$ cat src/rtl/pps_pkg.sv
// Purpose: constants for the power sequencer
// Assumes: 20 MHz clock
// Notes:   times in microseconds, counts derived
package pps_pkg;
  localparam int unsigned CLK_MHZ         = 20;
  // ---------------------------------------------------------------------
  // sequencing times (us)
  // ---------------------------------------------------------------------
  localparam int unsigned LDO_SS_US       = 275;
  localparam int unsigned BUCK_SS_US      = 600;
  localparam int unsigned BUCK_START_US   = 500;
  localparam int unsigned LDO2_OFF_US     = 1500;
  localparam int unsigned LDO1_OFF_US     = 2000;
  localparam int unsigned BUCK2_OFF_US    = 1000;
  localparam int unsigned BUCK1_OFF_US    = 500;
  localparam int unsigned RST_REL_US      = 20000;
  localparam int unsigned EXTERNAL_SUPPLY_ENABLE_OUT_US       = 2500;
  localparam int unsigned LDO_SS_CYC      = LDO_SS_US * CLK_MHZ;
  localparam int unsigned BUCK_SS_CYC     = BUCK_SS_US * CLK_MHZ;
  localparam int unsigned BUCK_START_CYC  = BUCK_START_US * CLK_MHZ;
  localparam int unsigned LDO2_OFF_CYC    = LDO2_OFF_US * CLK_MHZ;
  localparam int unsigned LDO1_OFF_CYC    = LDO1_OFF_US * CLK_MHZ;
  localparam int unsigned BUCK2_OFF_CYC   = BUCK2_OFF_US * CLK_MHZ;
  localparam int unsigned BUCK1_OFF_CYC   = BUCK1_OFF_US * CLK_MHZ;
  localparam int unsigned RST_REL_CYC     = RST_REL_US * CLK_MHZ;
  localparam int unsigned EXTERNAL_SUPPLY_ENABLE_OUT_CYC      = EXTERNAL_SUPPLY_ENABLE_OUT_US * CLK_MHZ;
  // ---------------------------------------------------------------------
  // i2c target address and voltage codes (0.8 V + 12.5 mV * code; buck2 codes from 0.6 V)
  // ---------------------------------------------------------------------
  localparam logic [6:0] I2C_ADDR7        = 7'h25;
  localparam logic [7:0] I2C_WR_BYTE      = {I2C_ADDR7, 1'b0};
  localparam logic [7:0] I2C_RD_BYTE      = {I2C_ADDR7, 1'b1};
  localparam int unsigned VBASE_MV10      = 8000;
  localparam int unsigned VSTEP_MV10      = 125;
  // buck2 base is a chosen 0.6 V so that both of its levels can be coded
  localparam int unsigned B2_BASE_MV10    = 6000;
  localparam logic [7:0] CODE_0V75        = 8'h0C;
  localparam logic [7:0] CODE_0V9         = 8'h18;
  localparam logic [7:0] CODE_1V2         = 8'h20;
  localparam logic [7:0] CODE_1V8         = 8'h50;
  localparam logic [7:0] CODE_3V3         = 8'hC8;
  localparam logic [7:0] CODE_MAX         = 8'hFF;
  // ---------------------------------------------------------------------
  // sleep defaults
  // ---------------------------------------------------------------------
  localparam logic SLEEP_MODE_RST         = 1'b0;
  localparam logic SLEEP_EN_RST           = 1'b0;
  localparam logic SLEEP_REQ_RST          = 1'b0;
  localparam logic DEEP_MODE_RST          = 1'b1;
  localparam logic DEEP_EN_RST            = 1'b0;
  localparam logic DEEP_REQ_RST           = 1'b0;
  typedef enum logic [1:0] {PPS_OFF, PPS_START, PPS_SS, PPS_ON} pps_rail_e;
endpackage

$ cat src/rtl/pps_rail.sv
// Purpose: one rail of the sequence: delay, soft-start, shutdown delay
// Assumes: trigger_i is a level from the previous rail's good, or uvlo release for ldo2
// Notes:   good_o rises when soft-start ends; off waits the shutdown delay
`timescale 1ns/10ps
`default_nettype none
module pps_rail
  import pps_pkg::*;
#(
  parameter int unsigned START_CYC = 1,
  parameter int unsigned SS_CYC    = 1,
  parameter int unsigned OFF_CYC   = 0
)(
  // clock
  input  wire logic clk_i,
  input  wire logic sys_rst_i,
  input  wire logic ce_i,
  // sequence
  input  wire logic trigger_i,
  output logic      enable_o,
  output logic      good_o
);
  localparam int unsigned W = 20;
  pps_rail_e      state_reg;
  logic [W-1:0]   cnt_reg;

  always_ff @(posedge clk_i)
  begin
    if (sys_rst_i)
    begin
      state_reg <= PPS_OFF;
      cnt_reg   <= '0;
    end
    else if (ce_i)
    begin
      unique case (state_reg)
        PPS_OFF:
          if (trigger_i)
          begin
            state_reg <= PPS_START;
            cnt_reg   <= '0;
          end
        PPS_START:
          if (!trigger_i)
            state_reg <= PPS_OFF;
          else if (cnt_reg >= W'(START_CYC))
          begin
            state_reg <= PPS_SS;
            cnt_reg   <= '0;
          end
          else
            cnt_reg <= cnt_reg + 1'b1;
        PPS_SS:
          if (cnt_reg >= W'(SS_CYC - 1))
          begin
            state_reg <= PPS_ON;
            cnt_reg   <= '0;
          end
          else
            cnt_reg <= cnt_reg + 1'b1;
        PPS_ON:
          // shutdown delay counts from loss of the trigger
          if (trigger_i)
            cnt_reg <= '0;
          else if (cnt_reg >= W'(OFF_CYC))
            state_reg <= PPS_OFF;
          else
            cnt_reg <= cnt_reg + 1'b1;
      endcase
    end
  end

  assign enable_o = (state_reg == PPS_SS) || (state_reg == PPS_ON);
  assign good_o   = (state_reg == PPS_ON);
endmodule // pps_rail
`default_nettype wire

$ cat src/rtl/pps_sequencer.sv
// Purpose: rail sequencing, reset release and mode select for one config
// Assumes: 20 MHz clock; pins arrive asynchronous
// Notes:   i2c transport lives elsewhere; only its address is matched here
`timescale 1ns/10ps
`default_nettype none
module pps_sequencer
  import pps_pkg::*;
#(
  parameter int unsigned RST_CYC = RST_REL_CYC,
  parameter int unsigned EXT_CYC = EXTERNAL_SUPPLY_ENABLE_OUT_CYC
)(
  // clock and reset
  input  wire logic        clk_i,
  input  wire logic        sys_rst_i,
  input  wire logic        ce_i,
  // pins
  input  wire logic        input_undervoltage_lockout_i,
  input  wire logic        voltage_select_input_i,
  input  wire logic        level_select_input_i,
  input  wire logic [7:0]  addr_byte_i,
  output logic             addr_match_o,
  output logic             addr_read_o,
  // open-drain outputs
  output logic             system_reset_release_out_o,
  output logic             system_reset_release_out_oe_o,
  output logic             external_supply_enable_out_o,
  output logic             external_supply_enable_out_oe_o,
  // rail enables and good flags, order ldo2 ldo1 buck2 buck1 buck3
  output logic [4:0]       rail_enable_o,
  output logic [4:0]       rail_good_o,
  // voltage codes
  output logic [7:0]       buck1_code_o,
  output logic [7:0]       buck2_code_o,
  output logic [7:0]       buck3_code_o,
  output logic [7:0]       ldo_voltage_code_o,
  output logic [15:0]      buck2_mv10_o,
  output logic [15:0]      ldo_mv10_o,
  output logic             dvs_mode_o,
  // sleep controls
  output logic             sleep_mode_o,
  output logic             sleep_enable_o,
  output logic             sleep_request_o,
  output logic             deep_sleep_mode_select_o,
  output logic             deep_sleep_enable_ctl_o,
  output logic             deep_sleep_request_ctl_o
);
  // -----------------------------------------------------------------------
  // pin synchronisers
  // -----------------------------------------------------------------------
  logic [2:0] sync1_reg;
  logic [2:0] sync2_reg;
  always_ff @(posedge clk_i)
  begin
    if (sys_rst_i)
    begin
      sync1_reg <= 3'b111;
      sync2_reg <= 3'b111;
    end
    else if (ce_i)
    begin
      sync1_reg <= {input_undervoltage_lockout_i, voltage_select_input_i,
                    level_select_input_i};
      sync2_reg <= sync1_reg;
    end
  end
  logic uvlo_s, vsel_s, lsel_s;
  assign uvlo_s = sync2_reg[2];
  assign vsel_s = sync2_reg[1];
  assign lsel_s = sync2_reg[0];

  // -----------------------------------------------------------------------
  // rail chain
  // -----------------------------------------------------------------------
  logic [4:0] en_w, good_w;
  pps_rail #(.START_CYC(1), .SS_CYC(LDO_SS_CYC), .OFF_CYC(LDO2_OFF_CYC))
    u_ldo2 (.clk_i(clk_i), .sys_rst_i(sys_rst_i), .ce_i(ce_i),
            .trigger_i(!uvlo_s), .enable_o(en_w[0]), .good_o(good_w[0]));
  pps_rail #(.START_CYC(1), .SS_CYC(LDO_SS_CYC), .OFF_CYC(LDO1_OFF_CYC))
    u_ldo1 (.clk_i(clk_i), .sys_rst_i(sys_rst_i), .ce_i(ce_i),
            .trigger_i(good_w[0]), .enable_o(en_w[1]), .good_o(good_w[1]));
  pps_rail #(.START_CYC(BUCK_START_CYC), .SS_CYC(BUCK_SS_CYC),
             .OFF_CYC(BUCK2_OFF_CYC))
    u_buck2 (.clk_i(clk_i), .sys_rst_i(sys_rst_i), .ce_i(ce_i),
             .trigger_i(good_w[1]), .enable_o(en_w[2]), .good_o(good_w[2]));
  pps_rail #(.START_CYC(BUCK_START_CYC), .SS_CYC(BUCK_SS_CYC),
             .OFF_CYC(BUCK1_OFF_CYC))
    u_buck1 (.clk_i(clk_i), .sys_rst_i(sys_rst_i), .ce_i(ce_i),
             .trigger_i(good_w[2]), .enable_o(en_w[3]), .good_o(good_w[3]));
  pps_rail #(.START_CYC(BUCK_START_CYC), .SS_CYC(BUCK_SS_CYC), .OFF_CYC(0))
    u_buck3 (.clk_i(clk_i), .sys_rst_i(sys_rst_i), .ce_i(ce_i),
             .trigger_i(good_w[3]), .enable_o(en_w[4]), .good_o(good_w[4]));
  assign rail_enable_o = en_w;
  assign rail_good_o   = good_w;

  // -----------------------------------------------------------------------
  // reset release and external enable delays
  // -----------------------------------------------------------------------
  logic [19:0] rst_cnt_reg;
  logic [19:0] ext_cnt_reg;
  logic        rst_rel_reg;
  logic        external_supply_enable_out_reg;
  always_ff @(posedge clk_i)
  begin
    if (sys_rst_i)
    begin
      rst_cnt_reg <= '0;
      rst_rel_reg <= 1'b0;
    end
    else if (ce_i)
    begin
      if (!good_w[4])
      begin
        rst_cnt_reg <= '0;
        rst_rel_reg <= 1'b0;
      end
      else if (rst_cnt_reg >= 20'(RST_CYC - 1))
        rst_rel_reg <= 1'b1;
      else
        rst_cnt_reg <= rst_cnt_reg + 1'b1;
    end
  end
  always_ff @(posedge clk_i)
  begin
    if (sys_rst_i)
    begin
      ext_cnt_reg <= '0;
      external_supply_enable_out_reg  <= 1'b0;
    end
    else if (ce_i)
    begin
      if (!good_w[2])
      begin
        ext_cnt_reg <= '0;
        external_supply_enable_out_reg  <= 1'b0;
      end
      else if (ext_cnt_reg >= 20'(EXT_CYC - 1))
        external_supply_enable_out_reg <= 1'b1;
      else
        ext_cnt_reg <= ext_cnt_reg + 1'b1;
    end
  end
  // open drain: drive low while not released
  assign system_reset_release_out_o      = 1'b0;
  assign system_reset_release_out_oe_o   = !rst_rel_reg;
  assign external_supply_enable_out_o    = 1'b0;
  assign external_supply_enable_out_oe_o = !external_supply_enable_out_reg;

  // -----------------------------------------------------------------------
  // address match and voltage codes
  // -----------------------------------------------------------------------
  assign addr_match_o = (addr_byte_i[7:1] == I2C_ADDR7);
  assign addr_read_o  = (addr_byte_i == I2C_RD_BYTE);

  // board strap is static, so plain registering is enough
  always_ff @(posedge clk_i)
  begin
    if (sys_rst_i)
    begin
      buck1_code_o       <= CODE_3V3;
      buck2_code_o       <= CODE_0V9;
      buck3_code_o       <= CODE_1V2;
      ldo_voltage_code_o <= CODE_1V8;
      dvs_mode_o         <= 1'b0;
    end
    else if (ce_i)
    begin
      buck3_code_o <= vsel_s ? CODE_1V2 : CODE_1V8;
      buck2_code_o <= lsel_s ? CODE_0V9 : CODE_0V75;
      dvs_mode_o   <= !lsel_s;
      buck1_code_o <= CODE_3V3;
      ldo_voltage_code_o <= CODE_1V8;
    end
  end
  function automatic logic [15:0] code_to_mv10(input logic [15:0] base,
                                               input logic [7:0]  c);
    code_to_mv10 = base + 16'(c) * 16'(VSTEP_MV10);
  endfunction
  assign buck2_mv10_o = code_to_mv10(16'(B2_BASE_MV10), buck2_code_o);
  assign ldo_mv10_o   = code_to_mv10(16'(VBASE_MV10),
                                     ldo_voltage_code_o);

  // -----------------------------------------------------------------------
  // sleep defaults
  // -----------------------------------------------------------------------
  always_ff @(posedge clk_i)
  begin
    if (sys_rst_i)
    begin
      sleep_mode_o             <= SLEEP_MODE_RST;
      sleep_enable_o           <= SLEEP_EN_RST;
      sleep_request_o          <= SLEEP_REQ_RST;
      deep_sleep_mode_select_o <= DEEP_MODE_RST;
      deep_sleep_enable_ctl_o  <= DEEP_EN_RST;
      deep_sleep_request_ctl_o <= DEEP_REQ_RST;
    end
  end

  // -----------------------------------------------------------------------
  // assertions
  // -----------------------------------------------------------------------
  property p_dvs;
    @(posedge clk_i) disable iff (sys_rst_i)
      dvs_mode_o == (buck2_code_o == CODE_0V75);
  endproperty
  a_dvs: assert property (p_dvs) else $error("dvs flag wrong");
  property p_order;
    @(posedge clk_i) disable iff (sys_rst_i)
      $rose(en_w[2]) |-> good_w[1];
  endproperty
  a_order: assert property (p_order) else $error("buck2 before ldo1 good");
  property p_buck1;
    @(posedge clk_i) disable iff (sys_rst_i) $rose(en_w[3]) |-> good_w[2];
  endproperty
  a_buck1: assert property (p_buck1) else $error("buck1 early");
  property p_buck3;
    @(posedge clk_i) disable iff (sys_rst_i) $rose(en_w[4]) |-> good_w[3];
  endproperty
  a_buck3: assert property (p_buck3) else $error("buck3 early");
  property p_ldo1;
    @(posedge clk_i) disable iff (sys_rst_i) $rose(en_w[1]) |-> good_w[0];
  endproperty
  a_ldo1: assert property (p_ldo1) else $error("ldo1 early");
  property p_ldo2;
    @(posedge clk_i) disable iff (sys_rst_i) $rose(en_w[0]) |-> !uvlo_s;
  endproperty
  a_ldo2: assert property (p_ldo2) else $error("ldo2 without uvlo release");
  property p_rst;
    @(posedge clk_i) disable iff (sys_rst_i)
      !system_reset_release_out_oe_o |-> good_w[4] || $past(good_w[4]);
  endproperty
  a_rst: assert property (p_rst) else $error("reset released early");
  property p_ext;
    @(posedge clk_i) disable iff (sys_rst_i)
      !external_supply_enable_out_oe_o |-> good_w[2] || $past(good_w[2]);
  endproperty
  a_ext: assert property (p_ext) else $error("ext enable early");
  property p_b3v;
    @(posedge clk_i) disable iff (sys_rst_i)
      ce_i ##1 ce_i && $stable(vsel_s) |->
        buck3_code_o == (vsel_s ? CODE_1V2 : CODE_1V8);
  endproperty
  a_b3v: assert property (p_b3v) else $error("buck3 code wrong");
  property p_b2v;
    @(posedge clk_i) disable iff (sys_rst_i)
      ce_i ##1 ce_i && $stable(lsel_s) |->
        buck2_code_o == (lsel_s ? CODE_0V9 : CODE_0V75);
  endproperty
  a_b2v: assert property (p_b2v) else $error("buck2 code wrong");
  property p_deep;
    @(posedge clk_i) disable iff (sys_rst_i)
      {sleep_mode_o, sleep_enable_o, sleep_request_o} == 3'b000 &&
      {deep_sleep_mode_select_o, deep_sleep_enable_ctl_o,
       deep_sleep_request_ctl_o} == 3'b100;
  endproperty
  a_deep: assert property (p_deep) else $error("sleep defaults wrong");
  c_all_up: cover property (@(posedge clk_i) $rose(good_w[4]));
  c_rst_rel: cover property (@(posedge clk_i) $fell(system_reset_release_out_oe_o));
  c_dvs: cover property (@(posedge clk_i) $rose(dvs_mode_o));
endmodule // pps_sequencer
`default_nettype wire

$ cat config.mk
export PLATFORM = sky130hd
export DESIGN_NAME = pps_sequencer
export DESIGN_NICKNAME = d
export VERILOG_FILES = /design/src/rtl/pps_pkg.sv /design/src/rtl/pps_rail.sv /design/src/rtl/pps_sequencer.sv
export SDC_FILE = /design/constraint.sdc
export NUM_CORES = 1
export LEC_CHECK = 0
export BUFFER_PORTS_ARGS = -buffer_cell sky130_fd_sc_hd__buf_2
export CORE_ASPECT_RATIO = 0.75
export CORE_MARGIN = 4
export CORE_UTILIZATION = 55
export CTS_BUF_LIST = sky130_fd_sc_hd__clkbuf_4 sky130_fd_sc_hd__clkbuf_8
export DETAILED_ROUTE_END_ITERATION = 10
export PLACE_DENSITY = 0.75
export SYNTH_ARGS = -nofsm -noshare
export SYNTH_HDL_FRONTEND = slang
export SYNTH_SLANG_ARGS = --single-unit
$ cat constraint.sdc
create_clock -name clk_i -period 4.4 [get_ports clk_i]
set_input_delay 0.66 -clock clk_i [delete_from_list [all_inputs] [get_ports clk_i]]
set_output_delay 0.66 -clock clk_i [all_outputs]
set_load 0.02 [all_outputs]
# Word level (Yosys, flattened, before mapping)
# Index checks and enable logic that the tools add are counted.
[op_classes]
mul = 1
reduce_logical = 27
magnitude_cmp = 16
muxes = 80
n_addsub = 8
eq_ne = 56
[ops]
columns = ["op", "count"]
rows = [
  ["$mux W20", 34],
  ["$pmux W20 S4", 5],
  ["$add A20 B1 Y20 const B", 7],
  ["$ge A20 B14 Y1 const B", 6],
  ["$ge A20 B1 Y1 const B", 3],
  ["$mux W2", 30],
  ["$ge A20 B13 Y1 const B", 2],
  ["$ge A20 B15 Y1 const B", 2],
  ["$ge A20 B16 Y1 const B", 2],
  ["$pmux W2 S4", 5],
  ["$ne A2 B2 Y1 const B", 16],
  ["$reduce_and A6 Y1", 5],
  ["$ne A2 B1 Y1 const B", 13],
  ["$ne A3 B3 Y1 const B", 8],
  ["$eq A2 B2 Y1 const B", 10],
  ["$ge A20 B19 Y1 const B", 1],
  ["$reduce_and A4 Y1", 5],
  ["$add A13 B15 Y16 const A", 1],
  ["$mul A8 B7 Y15 const B", 1],
  ["$eq A2 B1 Y1 const B", 5],
  ["$logic_not A2 Y1", 5],
  ["$eq A8 B7 Y1 const B", 1],
  ["$reduce_and A2 Y1", 4],
  ["$eq A7 B6 Y1 const B", 1],
  ["6 further kinds", 16],
]
[totals]
regBits = 175
word_cells = 207

# Depth between registers and ports, before layout
# Gate-level depths: netlist of run 1.
[logic_depth]
depth_word = 4
depth_mapped = 10

# By module
# A second synthesis of run 1 with hierarchy kept.
[unflattened]
cells_unflattened = 1155
hier_area_um2 = 9609.2
[by_module_without_submodules]
columns = ["module", "seq_area_each_um2", "area_each_um2", "cells_each", "n_inst"]
rows = [
  ["pps_sequencer", 1041.0, 3186.8, 392, 1],
  ["pps_rail at u_ldo1", 440.4, 1396.3, 147, 1],
  ["pps_rail at u_ldo2", 440.4, 1362.6, 165, 1],
  ["pps_rail at u_buck1", 440.4, 1272.5, 157, 1],
  ["pps_rail at u_buck2", 440.4, 1223.7, 153, 1],
  ["pps_rail at u_buck3", 440.4, 1167.4, 141, 1],
]

# Least setup slack after synthesis of run 1
# Ideal clock, no wire load.
[synth_timing]
path_type = "reg2out"
start = "reg buck2_code_o[4]"
end = "out buck2_mv10_o[11]"
required_time_ps = 3740
arrival_ps = 1901
n_path_buf = 0
stages_incl_launch_ff = 8
slack_ps = 1839
cell_sequence = "dfxtp_1 inv_1 ha_1 inv_1 a21oi_1 o21ai_0 nand2_1 xnor2_1"
[synth_via]
elab_chain_len = 2
[synth_rtl]
columns = ["element", "line_no", "rtl"]
rows = [
  ["from (decl)", "pps_sequencer.sv:33", "output logic [7:0] buck2_code_o,"],
  ["from (signal assigned)", "pps_sequencer.sv:168", "buck2_code_o <= lsel_s ? CODE_0V9 : CODE_0V75;"],
  ["$mul A8 B7 Y15", "pps_sequencer.sv:176", "code_to_mv10 = base + 16'(c) * 16'(VSTEP_MV10);"],
  ["$add A13 B15 Y16", "pps_sequencer.sv:176", ""],
  ["to (decl)", "pps_sequencer.sv:36", "output logic [15:0] buck2_mv10_o,"],
]
# Every way passes these cells.

# Worst setup path in the final report of run 1
[layout_timing]
start = "reg buck2_code_o[2]"
end = "out buck2_mv10_o[11]"
# Same word-level chain as after synthesis.

==> results of run 1 <==
Yosys cell counts, types with 14 or more instances:
cell type	number	area, um2
nand4_1	35	219
dfxtp_1	162	3240
buf_4	71	533
a31oi_1	22	138
and2_1	21	131
and4_1	15	131
a211oi_1	16	120
xor2_1	36	315
a21oi_1	57	285
o31ai_1	14	105
nand3_1	51	255
nor2_1	122	458
ha_1	22	275
o21ai_0	44	220
nor4_1	16	100
clkbuf_1	38	143
and3_1	41	257
nand2_1	93	349
xnor2_1	24	210
nor3_1	27	135
inv_1	48	180
layer usage:
layer  vias to the layer above  wire length, um  track usage [%]
met4                         0              141             4.30
met5                         -                0                0
met2                       236             8620             30.9
met3                        14             1280             5.08
li1                       3979                -                -
met1                      3724            10200             31.7
final timing paths:
path | slack (ps) | endpoint | cells after the start | start
min reg2reg | 460 | rst_cnt_reg[19]$_SDFFE_PP0P_ | 2 | rst_cnt_reg[19]$_SDFFE_PP0P_
max | 1490 | buck2_mv10_o[11] | 8 | buck2_code_o[2]$_SDFFE_PP0P_
min | 420 | sync1_reg[1]$_SDFFE_PP1P_ | 3 | voltage_select_input_i
max reg2reg | 1770 | u_buck2.cnt_reg[3]$_SDFFE_PP0P_ | 6 | u_buck2.cnt_reg[5]$_SDFFE_PP0P_
cell type report:
type	instances	area (um2)
tap	210	263
inverter	49	184
clock buffer	21	283
multi-input combinational	871	5220
fill	1472	6590
sequential	162	3240
clock inverter	11	176
timing repair buffer	48	255
worst register-to-register path: cells and delay by family, from the launching register on:
kind               cells  cell delay (ps)
AOI/OAI and AO/OA      4             1430
DFF                    1              390
and+or+nand+nor        2              730
cell families (layout without fill, tap and decap cells):
| kind of cell | count (synthesis) | count (layout) | share of synthesized area (%) |
|---|---|---|---|
| xor+xnor | 60 | 60 | 5.72 |
| buf+inv | 170 | 129 | 10.1 |
| fa+ha+maj | 22 | 22 | 3.00 |
| simple gates | 476 | 476 | 26.5 |
| flops | 162 | 162 | 35.3 |
| compound gates | 244 | 244 | 18.1 |
| other cells | 2 | 58 | 0.0818 |
| mux | 11 | 11 | 1.20 |
power breakdown:
group          internal [mW]  switching [mW]  total [mW]  leakage [nW]
logic                 0.0307           0.118       0.149          2.10
registers               1.47         0.00684        1.48          1.31
clock network          0.674           0.569        1.24         0.218
through the flow:
| stage | setup WS (ps) | total power [mW] | instance area (um2) | cells |
|---|---|---|---|---|
| after CTS | 1450 | 2.89 | 9630 | 1372 |
| after floorplan | 1840 | 1.67 | 9400 | 1203 |
| after global placement | 1390 | 1.66 | 9170 | 1340 |
| final | 1490 | 2.87 | 9630 | 1372 |
| after global routing | 1290 | 2.96 | 9630 | 1372 |
| after detailed placement | 1330 | 1.66 | 9170 | 1340 |
==> flow_summary.yaml, run 1 <==
clock_network:
  cts_setup_buffers: 0
  hold_buffers: 0
  clk_latency_ps: 460
  cts_resized: 0
  htree_levels: 4
  clock-sinks: 162
  clk_pin_slew_ps: 80
  cts_made_buffers: 17
  cts_tree: "yes"
  root_buffer: "clkbuf_8"
  clk_path_buf_depth: 2
floorplanning:
  start_util_pct: 56.7
  die_x_um: 157
  num_rows: 40
  core_mm2: 0.0162
  die_h_um: 120
  fp.dieArea_mm2: 0.0189
  io_pins: 101
synthesis:
  synth_edf_count: 0
  synth-async-reset-ratio_pct: 0
  yosysSeqAreaShare_pct: 35.3
  netlist_instances: 1147
  yosys.cell_types.count: 74
  avgSynthCellArea_um2: 8.01
  syn_area_mm2: 0.00919
  yosysWarningCount: 0
  ys_ff_latch: 162
  ys.flop_type: "dfxtp_1"
layout:
  final_cell_mix: "dfxtp_1, nor2_1, nand2_1"
  nNetsFinal: 1185
  final_common_cell: "dfxtp_1"
  diodes: 0
  drive_gt1_share_pct: 8.61
  utilization_pct: 59.4
  synthToLayoutAreaGrowth_pct: 4.78
sta:
  rsz0062_at_grt: "no"
  fin_crit_sh_pct: 66.1
  drv_slew: 0
  worst_pin_slew_ps: 1200
  slew_headroom_pct: 19.6
  setup_viol: 0
  fmax_ghz: 0.344
  hold_viol: 0
  fin_skew_ps: 14.6
  min_period_ps: 2910
  hold_ws_ps: 420
  tns_ps: 0
job:
  cap_violations: 0
critical_path:
  path_max_fanout: 9
  critPathBufInv: 3
  cp_slowest_stage_delay_ps: 530
  slowest_stage: "dfxtp_1"
  cp-start-kind: "flop"
  crit_chain: "inv_1, ha_1, inv_1, a21oi_1, o21ai_0, nand2_1, xnor2_1, buf_2"
  crit_type: "reg -> out"
  end_kind: "primary output"
  cp_data_arrival_time_ps: 2250
  critical_path_required_ps: 3740
  cp_top_family: "flip-flops"
  path_common_cell: "inv_1"
global_route:
  antenna_found_initial: 0
  grt_pass1_wl_mm: 33.5
  globalRouteOverflowTotal: 0
  grt_pass1_vias: 6869
  grt_usage_pct: 21.2
  grt_max_degree: 43
power_and_ir_drop:
  leakagePower_nw: 3.62
  p_per_area_mw_per_mm2: 298
  vdd_ir_drop_max_v: 0.000197
placed_design:
  gp_congestion: 0.909
  port_buffers: 42
  hpwl_mm: 14.1
drt:
  vias: 7953
  drtAntennaViolNets: 0
  drt_iter0_drc: 594
  vias_per_cell: 5.80
  firstDrtPassIters: 5
  drc: 0
  wl_per_cell_um: 14.7
  drt_wl_total_mm: 20.2
min_path:
  hp-class: "in -> reg"
status:
  status: "finished clean"
Power figures use the tool's default switching activity.
==> run 2, diff against run 1 <==
Settings changed: ABC_AREA from default to 1, PLACE_DENSITY 0.75 to 0.77.
Clock period 4.4 ns to 2.4 ns, I/O delays scaled along.
==> flow_summary.yaml, run 2 <==
status:
  status: "finished clean"
min_path:
  hp-class: "in -> reg"
  hold_depth: 3
  hold_path_startpoint: "voltage_select_input_i"
  min_to: "sync1_reg[1]$_SDFFE_PP1P_"
clock_network:
  cts_tree: "yes"
  clock-sinks: 162
  root_buffer: "clkbuf_8"
  htree_levels: 4
  cts_made_buffers: 17
  cts_setup_buffers: 0
  clk_path_buf_depth: 2
  clk_pin_slew_ps: 90
  clk_latency_ps: 470
floorplanning:
  start_util_pct: 56.9
  die_x_um: 165
  num_rows: 42
  core_mm2: 0.0179
  fp.dieArea_mm2: 0.0207
  die_h_um: 126
  io_pins: 101
critical_path:
  cp_top_family: "flip-flops"
  end_kind: "primary output"
  slowest_stage: "dfxtp_4"
  cp_data_arrival_time_ps: 1970
  critical_path_required_ps: 2040
  rr_startpoint: "ext_cnt_reg[0]$_SDFFE_PP0P_"
  cp_slowest_stage_delay_ps: 420
  path_max_fanout: 10
  crit_chain: "inv_1, ha_4, inv_1, nand2_1, a21boi_2, a21oi_2, xor2_1, buf_4"
  path_common_cell: "inv_1"
  critPathLaunch: "buck2_code_o[2]$_SDFFE_PP0P_"
  r2r_cells: 8
  critPathBufInv: 3
  r2r-end: "ext_cnt_reg[14]$_SDFFE_PP0P_"
  cp-start-kind: "flop"
  crit_type: "reg -> out"
  reg2reg_slack_ps: 460
synthesis:
  yosysSeqAreaShare_pct: 31.9
  ys.flop_type: "dfxtp_1"
  netlist_instances: 1551
  synth.area.top_cells: "dfxtp_1, nand2_1, nor2_1"
  syn_area_mm2: 0.0102
  synth_top_area_cell: "dfxtp_1"
  synth_top_cell_area_share_pct: 31.9
  synth_most_common_cell: "nand2_1"
  synth_edf_count: 0
  synth-async-reset-ratio_pct: 0
  yosys.cell_types.count: 53
  yosysWarningCount: 0
  synth_common_cells: "nand2_1, nor2_1, inv_1, dfxtp_1, nand3_1"
  avgSynthCellArea_um2: 6.55
  ys_ff_latch: 162
power_and_ir_drop:
  switching_share_pct: 26.6
  vdd_ir_drop_max_v: 0.000322
  clockPowerShare_pct: 41.5
  intPower_mw: 3.83
  p_total_mw: 5.22
  leakagePower_nw: 4.35
  switching_power_mw: 1.39
  combPwrFrac_pct: 6.5
  p_seq_share_pct: 52.0
  p_per_area_mw_per_mm2: 488
global_route:
  globalRouteOverflowTotal: 0
  grt_pass1_wl_mm: 37.6
  grt_usage_pct: 21.3
  antenna_found_initial: 0
  grt_pass1_vias: 8087
  grt_max_degree: 87
layout:
  nNetsFinal: 1599
  drive_gt1_share_pct: 11.4
  multi_input_area_mm2: 0.00563
  final_common_cell: "nand2_1"
  fin_cells: 1818
  utilization_pct: 59.8
  finalInstanceArea_mm2: 0.0107
  final_cell_mix: "nand2_1, nor2_1, inv_1"
  synthToLayoutAreaGrowth_pct: 5.21
  regArea_mm2: 0.00325
  diodes: 0
  fillCellCount: 1682
placed_design:
  port_buffers: 42
  placed_area_mm2: 0.0102
  gp_congestion: 0.954
  dp.cells: 1786
  hpwl_mm: 16.0
sta:
  fmax_ghz: 0.429
  worst_pin_slew_ps: 846
  hold_viol: 0
  fin_skew_ps: 15.5
  fin_crit_sh_pct: 97.2
  drv_slew: 0
  setup_viol: 0
  hold_ws_ps: 119
  min_period_ps: 2330
  slew_headroom_pct: 43.4
drt:
  drt_wl_total_mm: 22.2
  drt_iter0_drc: 793
  firstDrtPassIters: 5
  vias: 9261
  vias_per_cell: 5.09
  wl_per_cell_um: 12.2
  drtAntennaViolNets: 0
  drc: 0
job:
  cap_violations: 0
## run 2: cell types whose count changed after synthesis, moves of 22 or more
| cell | change |
|---|---|
| a21oi_1 | +22 |
| nor3_1 | +23 |
| and3_1 | -37 |
| nor2_1 | +76 |
| inv_1 | +128 |
| nand3_1 | +81 |
| nand2_1 | +262 |
## run 2: cell families after synthesis
kind of cell,count (synthesis),share of synthesized area [%]
and+or+nand+nor,847,37.4
buffers and inverters,314,15.2
AOI/OAI and AO/OA,165,9.32
DFF,162,31.9
xor gates and xnor gates,39,3.36
adders and majority gates,22,2.71
other,2,0.0739
## run 2: area by class of cell
cell class	count	area share, %
Timing Repair Buffer	55	3.20
Multi-Input combinational cell	1131	52.7
Tap cell	242	2.83
Sequential cell	162	30.4
Clock buffer	17	2.19
Inverter	196	6.91
Clock inverter	15	1.81
## run 2: through the flow
step	setup TNS, ps	setup slack, ps
2_1_floorplan	0	104
3_3_place_gp	0	398
3_5_place_dp	0	298
4_1_cts	0	10.1
5_1_grt	-24.1	-24.1
6_report	0	68.0
## run 2: repair_timing
action | in CTS | in global routing
resized for setup | 6 | 9
pin swaps | 0 | 2
endpoints found under the setup margin | 3 | 2
hold buffers | 0 | 0
## run 2: how the worst max path moves through the flow
stage,to,slack (ps),cells past startpoint
floorplan,buck2_mv10_o[11],100,7
global placement,buck2_mv10_o[11],400,8
detailed placement,buck2_mv10_o[11],300,8
CTS,buck2_mv10_o[11],10,8
global route,buck2_mv10_o[11],-20,8
finish,buck2_mv10_o[11],70,8
## run 2: per-layer routing
layer | vias up | GRT usage [%] | wire length, um
li1 | 4864 | - | -
met1 | 4091 | 32.4 | 11300
met2 | 290 | 30.9 | 9260
met3 | 16 | 4.54 | 1430
met4 | 0 | 4.50 | 192
met5 | - | 0 | 0
## run 2: tightest hold or removal path, stage by stage
cell and delay (ps):
buf_2 80, nand2_1 50, nand3_1 70
## run 2: power by group through the flow
stage               Clock, mW  Sequential (mW)  Combinational [mW]
CTS                      2.21             2.71               0.329
detailed placement          0             2.77               0.326
global placement            0             2.77               0.323
finish                   2.17             2.71               0.339
floorplan                   0             2.77               0.335
global route             2.32             2.72               0.372
